## src/rtl/adc_sync_pkg.sv

```systemverilog
// Shared constants, register map and state types of the filter sync controller.
package adc_sync_pkg;

    // Clock rate and the modulator master clock that is derived from it.
    localparam int          CLK_HZ          = 25000000;
    localparam int          MCLK_HZ         = 1024000;
    // Longest half period rounds down so the master clock never runs slow.
    localparam int          MCLK_HALF_CYC   = CLK_HZ / (2 * MCLK_HZ);

    // Modulator divider lengths in master clock periods, minus one.
    localparam logic [2:0]  DIV_LAST_FAST   = 3'h3;
    localparam logic [2:0]  DIV_LAST_SLOW   = 3'h7;

    // Decimation: 64 modulator samples per word at the fastest setting.
    localparam logic [3:0]  DEC_BASE_LOG2   = 4'h6;
    localparam logic [2:0]  DEC_MAX_SEL     = 3'h6;
    localparam logic [4:0]  SCALE_LOG2      = 5'h14;
    localparam logic [31:0] SCALE_MULT      = 32'h0000_0005;

    // Output coding of the scaled word.
    localparam logic [23:0] CODE_POS_FULL   = 24'h4FFFFF;
    localparam logic [23:0] CODE_ZERO       = 24'h000000;
    localparam logic [23:0] CODE_NEG_FULL   = 24'hB00000;
    localparam logic [23:0] CODE_POS_OVR    = 24'h53FFFF;
    localparam logic [23:0] CODE_NEG_OVR    = 24'hAC0000;

    // Register byte addresses.
    localparam logic [7:0]  CONFIG_OFS      = 8'h00;
    localparam logic [7:0]  STATUS_OFS      = 8'h04;
    localparam logic [7:0]  DATA_OFS        = 8'h08;
    localparam logic [31:0] CONFIG_WRITE_MASK = 32'h0000_00FF;

    typedef enum logic [1:0] {
        S_RESET = 2'b00,
        S_IDLE  = 2'b01,
        S_RUN   = 2'b10,
        S_PDOWN = 2'b11
    } ctl_mode_t;

    // Configuration register layout, bit 7 down to bit 0.
    typedef struct packed {
        logic       sw_mode;
        logic       cal_req;
        logic       use_off;
        logic       chan;
        logic       high_rate;
        logic [2:0] dec;
    } cfg_t;

    typedef struct packed {
        ctl_mode_t   mode;
        logic        rst_seen;
        logic        trig_prev;
        logic        flag_prev;
        logic [7:0]  div_cnt;
        logic        mclk;
        logic [2:0]  mod_cnt;
        logic        strobe;
        logic [12:0] sample_cnt;
        logic [12:0] ones_cnt;
        logic [23:0] word;
        logic        ready;
        logic        error;
        cfg_t        cfg;
        logic        wr_pend;
        logic [7:0]  wr_addr;
        logic [31:0] rdata;
    } ctl_state_t;

endpackage : adc_sync_pkg

```

## src/rtl/adc_filter_sync_control.sv

```systemverilog
// Filter-side control: modulator clocking, sync, reset, power-down and AHB registers.
//
// The implementer's own choices: the AHB-Lite interface to the registers and the placing of the registers.
`timescale 1ns/1ps
module adc_filter_sync_control
    import adc_sync_pkg::*;
#(
    parameter int MCLK_HALF = MCLK_HALF_CYC
)
(
    input  wire logic        clk,
    input  wire logic        resetn,
    input  wire logic        ce,
    input  wire logic        reset_request,
    input  wire logic        power_down_request,
    input  wire logic        trigger_request,
    input  wire logic        high_rate_select,
    input  wire logic        decimation_select_2,
    input  wire logic        decimation_select_1,
    input  wire logic        decimation_select_0,
    input  wire logic        channel_select,
    input  wire logic        apply_offset_correction,
    input  wire logic        offset_cal_request,
    input  wire logic        modulator_bitstream,
    input  wire logic        modulator_unstable_flag,
    output logic             modulator_master_clock,
    output logic             modulator_phase_strobe,
    output logic             word_ready_flag,
    output logic [23:0]      word_data,
    output logic             error_flag,
    input  wire logic        hsel,
    input  wire logic [31:0] haddr,
    input  wire logic [1:0]  htrans,
    input  wire logic        hwrite,
    input  wire logic [2:0]  hsize,
    input  wire logic [31:0] hwdata,
    input  wire logic        hready,
    output logic             hreadyout,
    output logic             hresp,
    output logic [31:0]      hrdata
);

    localparam logic [7:0] HALF_LAST = 8'(MCLK_HALF - 1);

    // Bits of the word period, limited to the largest documented ratio.
    function automatic logic [3:0] period_log2(input logic [2:0] dec);
        logic [2:0] d;
        d = (dec > DEC_MAX_SEL) ? DEC_MAX_SEL : dec;
        return 4'(DEC_BASE_LOG2 + {1'b0, d});
    endfunction : period_log2

    // Ones density over 2^k samples mapped onto the scaled output code.
    function automatic logic [23:0] scale_word(input logic [12:0] ones, input logic [3:0] k);
        logic signed [14:0] diff;
        logic signed [31:0] v;
        diff = $signed({1'b0, ones, 1'b0}) - $signed(15'(15'h1 << k));
        v = $signed({{17{diff[14]}}, diff}) * $signed(SCALE_MULT);
        v = v <<< (SCALE_LOG2 - {1'b0, k});
        // full density lands one above the top code, so clamp it.
        if (v > $signed({8'h00, CODE_POS_FULL}))
        begin
            v = $signed({8'h00, CODE_POS_FULL});
        end
        return v[23:0];
    endfunction : scale_word

    ctl_state_t st_reg;
    ctl_state_t st_next;

    cfg_t        pin_cfg;
    cfg_t        eff_cfg;
    logic        trig_ev;
    logic        mclk_rise;
    logic        mod_tick;
    logic [2:0]  div_last;
    logic [3:0]  k;
    logic [12:0] period_last;
    logic        period_end;
    logic        bus_take;

    always_comb
    begin
        pin_cfg.sw_mode   = 1'b0;
        pin_cfg.cal_req   = offset_cal_request;
        pin_cfg.use_off   = apply_offset_correction;
        pin_cfg.chan      = channel_select;
        pin_cfg.high_rate = high_rate_select;
        pin_cfg.dec       = {decimation_select_2, decimation_select_1, decimation_select_0};
        eff_cfg           = st_reg.cfg.sw_mode ? st_reg.cfg : pin_cfg;
    end

    assign trig_ev     = trigger_request && !st_reg.trig_prev;
    assign div_last    = eff_cfg.high_rate ? DIV_LAST_FAST : DIV_LAST_SLOW;
    assign mclk_rise   = (st_reg.div_cnt == HALF_LAST) && !st_reg.mclk;
    assign mod_tick    = mclk_rise && (st_reg.mod_cnt == div_last);
    assign k           = period_log2(eff_cfg.dec);
    assign period_last = 13'((13'h1 << k) - 13'h1);
    assign period_end  = mod_tick && (st_reg.sample_cnt == period_last);
    assign bus_take    = hsel && htrans[1] && hready;

    always_comb
    begin
        st_next           = st_reg;
        st_next.rst_seen  = reset_request;
        st_next.trig_prev = trigger_request;
        st_next.flag_prev = modulator_unstable_flag;

        // Master clock divider; the strobe lasts the low half of one master clock period.
        if (st_reg.div_cnt == HALF_LAST)
        begin
            st_next.div_cnt = 8'h00;
            st_next.mclk    = !st_reg.mclk;
        end
        else
        begin
            st_next.div_cnt = 8'(st_reg.div_cnt + 8'h01);
        end
        if (mclk_rise)
        begin
            st_next.mod_cnt = (st_reg.mod_cnt == div_last) ? 3'h0 : 3'(st_reg.mod_cnt + 3'h1);
            st_next.strobe  = 1'b0;
        end

        case (st_reg.mode)
            S_RESET:
            begin
                // leave power-on reset on first edge
                st_next.mode = S_IDLE;
            end
            S_IDLE:
            begin
                // wait for a trigger, enter power-down at once
                if (power_down_request)
                begin
                    st_next.mode = S_PDOWN;
                end
                else if (trig_ev)
                begin
                    // start and raise ready at once
                    st_next.mode = S_RUN;
                    if (!st_reg.ready)
                    begin
                        st_next.ready = 1'b1;
                    end
                end
            end
            S_RUN:
            begin
                if (power_down_request)
                begin
                    st_next.mode = S_PDOWN;
                end
                else if (period_end)
                begin
                    st_next.word       = scale_word(13'(st_reg.ones_cnt + {12'h000,
                                                    modulator_bitstream}), k);
                    st_next.ready      = 1'b1;
                    st_next.sample_cnt = 13'h0000;
                    st_next.ones_cnt   = 13'h0000;
                end
                else if (mod_tick)
                begin
                    st_next.sample_cnt = 13'(st_reg.sample_cnt + 13'h0001);
                    st_next.ones_cnt   = 13'(st_reg.ones_cnt + {12'h000, modulator_bitstream});
                end
                if (modulator_unstable_flag && !st_reg.flag_prev)
                begin
                    st_next.error = 1'b1;
                end
            end
            S_PDOWN:
            begin
                // clock and strobe held low, data left alone
                st_next.div_cnt = 8'h00;
                st_next.mclk    = 1'b0;
                st_next.mod_cnt = 3'h0;
                st_next.strobe  = 1'b0;
                // leave on first edge after low
                if (!power_down_request)
                begin
                    st_next.mode = S_IDLE;
                end
            end
            default:
            begin
                st_next.mode = S_RESET;
            end
        endcase

        // in-step trigger is ignored, any other in idle or run realigns unless power-down is requested
        if (trig_ev && !power_down_request &&
            ((st_reg.mode == S_IDLE) || ((st_reg.mode == S_RUN) && (st_reg.sample_cnt != 13'h0000))))
        begin
            // phase strobe restarts the modulator divider
            st_next.strobe     = 1'b1;
            st_next.div_cnt    = 8'h00;
            st_next.mclk       = 1'b0;
            st_next.mod_cnt    = 3'h0;
            st_next.sample_cnt = 13'h0000;
            st_next.ones_cnt   = 13'h0000;
        end

        // register port stays live in every mode
        st_next.wr_pend = bus_take && hwrite;
        if (bus_take)
        begin
            st_next.wr_addr = haddr[7:0];
        end
        if (st_reg.wr_pend && (st_reg.wr_addr == CONFIG_OFS))
        begin
            st_next.cfg = cfg_t'(hwdata[7:0] & CONFIG_WRITE_MASK[7:0]);
        end
        if (bus_take && !hwrite)
        begin
            // Reads clear flags, but a flag set in the same cycle survives, except ready raised by a trigger in idle.
            if (haddr[7:0] == CONFIG_OFS)
            begin
                st_next.rdata = {24'h000000, st_reg.cfg};
            end
            else if (haddr[7:0] == STATUS_OFS)
            begin
                st_next.rdata = {24'h000000, eff_cfg.dec, 1'b0, st_reg.error, st_reg.ready,
                                 st_reg.mode};
                if (!(st_reg.mode == S_RUN && modulator_unstable_flag && !st_reg.flag_prev))
                begin
                    st_next.error = 1'b0;
                end
            end
            else if (haddr[7:0] == DATA_OFS)
            begin
                st_next.rdata = {8'h00, st_reg.word};
                if (!(st_reg.mode == S_RUN && period_end))
                begin
                    st_next.ready = 1'b0;
                end
            end
            else
            begin
                st_next.rdata = 32'h0000_0000;
            end
        end

        // reset clears data and flags, loads pins
        if (st_reg.rst_seen)
        begin
            st_next            = '0;
            st_next.mode       = S_RESET;
            st_next.rst_seen   = reset_request;
            st_next.trig_prev  = trigger_request;
            st_next.cfg        = pin_cfg;
            st_next.word       = CODE_ZERO;
        end
    end

    always_ff @(posedge clk)
    begin
        if (!resetn)
        begin
            st_reg      <= '0;
            st_reg.mode <= S_RESET;
        end
        else if (ce)
        begin
            st_reg <= st_next;
        end
    end

    // master clock forced low outside idle and run, strobe forced low only in power-down
    assign modulator_master_clock = st_reg.mclk && (st_reg.mode == S_IDLE || st_reg.mode == S_RUN);
    assign modulator_phase_strobe = st_reg.strobe && (st_reg.mode != S_PDOWN);
    assign word_ready_flag        = st_reg.ready;
    assign word_data              = st_reg.word;
    assign error_flag             = st_reg.error;
    assign hreadyout              = 1'b1;
    assign hresp                  = 1'b0;
    assign hrdata                 = st_reg.rdata;
endmodule : adc_filter_sync_control

```

## config.mk

```make
export PLATFORM = sky130hd
export DESIGN_NAME = adc_filter_sync_control
export DESIGN_NICKNAME = d
export VERILOG_FILES = /design/src/rtl/adc_sync_pkg.sv /design/src/rtl/adc_filter_sync_control.sv
export SDC_FILE = /design/constraint.sdc
export NUM_CORES = 1
export LEC_CHECK = 0
export BUFFER_PORTS_ARGS = -buffer_cell sky130_fd_sc_hd__buf_2
export CAP_MARGIN = 15
export CORE_MARGIN = 2
export CORE_UTILIZATION = 43
export DETAILED_ROUTE_END_ITERATION = 10
export PLACE_DENSITY = 0.68
export SYNTH_ARGS = -nofsm -noshare
export SYNTH_HDL_FRONTEND = slang
export SYNTH_SLANG_ARGS = --single-unit
```

## constraint.sdc

```tcl
create_clock -name clk -period 9.98 [get_ports clk]
set_input_delay 0 -clock clk [delete_from_list [all_inputs] [get_ports clk]]
set_output_delay 0 -clock clk [all_outputs]
set_load 0.01 [all_outputs]
```

==> out/summary.txt <==
dpl hpwl: 16,500 um
synth top area cells: dfxtp_1, ha_1, nand2_1
worst-margin pin slew: 1.16 ns
RSZ-0062 raised after global routing: no
vias in the first global route: 7,223
H-tree depth: 3
fmax: 111 MHz
routability cong.: 0.899
final wirelength: 22,000 um
Syn Inst Count: 1,133
worst-path maximum fanout: 29
Slowest-stage cell, CP: dfxtp_1
Root Buffer: clkbuf_16
Die X: 148 um
max cap viols: 0
DR DRC count: 0
WL/cell: 15.5 um
Worst path depth: 33
post-route ant nets: 0
Commonest cells post-synth: nand2_1, dfxtp_1, nor2_1, buf_4
initial core utilization: 43.8%
Max stage delay on crit path: 0.51 ns
post-synthesis cell type count: 73
depth of the worst register-to-register path: 33
synthesized area: 0.00887 sq mm
CTS tree: built
path type of the worst min-delay path: primary input to flop
initial drt markers: 599
YS warnings: 0
layout cells sized above 1: 11.2%
Critical Path RT: 10.22 ns
Antenna diodes: 0
final instance area: 0.00952 sq mm
count leader, synth: nand2_1
clock buffer depth: 2
GRT Util Overall: 19.6%
Setup violations, final: 0
CORE AREA: 0.0202 sq mm
routed vias/inst: 5.66
row count: 52
final slew viol count: 0
dominant cell type by area after synthesis: dfxtp_1
Max-slew headroom: 22.0%
crit-path leading delay family: compound AO/OA/AOI/OAI gates
Num CTS Buffers: 9
setup_tns: 0 ns
Remaining Overflow, GRT: 0
Vias: 8,016
Port Buffer Count: 86
endpoint type of the worst setup path: flop
I/O Pins: 149
Period minus WS final: 8.99 ns
R2R Setup Slk: 0.99 ns
Cell Pwr Density: 157 mW/mm^2
largest net degree at the start of global routing: 60
Min-Delay Path Depth: 4
die area: 0.0218 sq mm
worst path arrival time: 9.22 ns
Worst Path Buf+Inv: 3
top_reg_cell synth: dfxtp_1
Setup Crit Path Kind: flop to flop
Worst Skew: 0.0141 ns
Syn Area/Cell: 7.83 sq um
clock latency on the worst-skew pair: 0.36 ns
number of iterations in the first detailed-routing pass: 5
Reg clk slew, reported paths: 0.08 ns
status: finished clean
synthesized flop and latch total: 111
top cell type's share of synthesized area: 25.1%
max reg flops: 61
dpl cell area: 0.00904 sq mm
setup bufs post-CTS: 0
P_leak: 4.05 nW
crit-path most repeated cell: ha_1
CTS sink cnt: 111
asr flop ratio synth: 0%
Final Cycle Share: 90.1%
die height: 148 um
global-route wire length before repair: 35,900 um
register area share after synthesis: 25.1%
initial antenna violation count: 0
crit start category: flop
nets: 1,288
Fin. Hold Viols: 0
synth-to-layout area growth: 7.35%
Max VDD drop: 0.0696 mV
Post-synth EDFFs: 0
[report_power, final]
group          switching [W]  leakage [nW]  internal [W]  total (W)
sequential        0.00000573         0.896      0.000447   0.000453
combinational       0.000413          3.00      0.000245   0.000658
clock               0.000176         0.156      0.000208   0.000385
total               0.000595          4.05      0.000901    0.00150
[cells in the final DEF, fill, tap and decap left out, types with 13 or more instances in the layout]
cell / n
o21ai_0: 52
mux2i_1: 37
nand2b_1: 13
dfxtp_1: 111
nand3_1: 19
nor2b_1: 46
xor2_1: 45
inv_1: 28
o21ai_1: 15
a21oi_1: 57
and3_1: 19
nor3_1: 17
buf_2: 86
nor2_1: 110
ha_1: 57
a22oi_1: 47
dlygate4sd3_1: 14
xnor2_1: 30
nand2_1: 119
[worst reg2reg max path, delay by kind of cell (launching register included)]
family / cells / cell delay (ns)
buffers and inverters: 3 / 0.78
adders and majority gates: 5 / 1.68
DFF: 1 / 0.51
and+or+nand+nor: 7 / 0.99
xor gates and xnor gates: 1 / 0.25
muxes: 2 / 0.76
AOI/OAI and AO/OA: 15 / 3.91
[metrics by stage]
step           util, %  std cells  total power, W  hold WS [ns]  setup slack (ns)
5_1_grt           47.0       1417         0.00159        0.0324             0.263
4_1_cts           47.0       1417         0.00149        0.0138             0.946
3_5_place_dp      44.7       1387         0.00110         0.270              1.01
2_1_floorplan        -       1141        0.000959         0.158              2.31
3_3_place_gp      44.7       1387         0.00109         0.271              1.22
6_report          47.0       1417         0.00150        0.0237             0.993
[layer usage]
layer	up-vias	track usage, %	wire, um
met3	32	2.90	1100
li1	4003	-	-
met2	219	31.3	9750
met1	3762	27.4	10700
met4	0	6.06	489
met5	-	0	0
[final timing paths]
kind                                    start       endpoint
worst min-delay path                hwdata[5]     st_reg[46]
worst min register to register  word_data[14]  word_data[14]
worst max register to register     st_reg[48]  word_data[16]
worst max-delay path               st_reg[48]  word_data[16]
[layout make-up]
class                   count  area [sq um]
clock buffers              10           239
clock inverters             6          85.1
fillers                  2039         10700
inverters                  31           116
multi-input cells         882          5900
flip-flops and latches    111          2220
well taps                 270           338
repair buffers            107           623
[cell families (layout without fill, tap and decap cells)]
kind of cell | after synthesis | count (layout) | synth area share (%)
other | 2 | 10 | 0.0847
muxes | 44 | 44 | 5.45
DFF | 111 | 111 | 25.1
xor gates and xnor gates | 76 | 76 | 7.68
AOI/OAI and AO/OA | 298 | 298 | 23.0
adders and majority gates | 59 | 59 | 8.49
and+or+nand+nor | 395 | 395 | 21.3
buffers and inverters | 148 | 154 | 8.92
[repair_timing]
item / in CTS / in global routing
hold buffers: 14 / 0
endpoints found under the setup margin: 0 / 3
gates resized for setup: 0 / 1
hold endpoints to repair: 14 / 0
No activity file was read; power rests on OpenSTA's default activity.
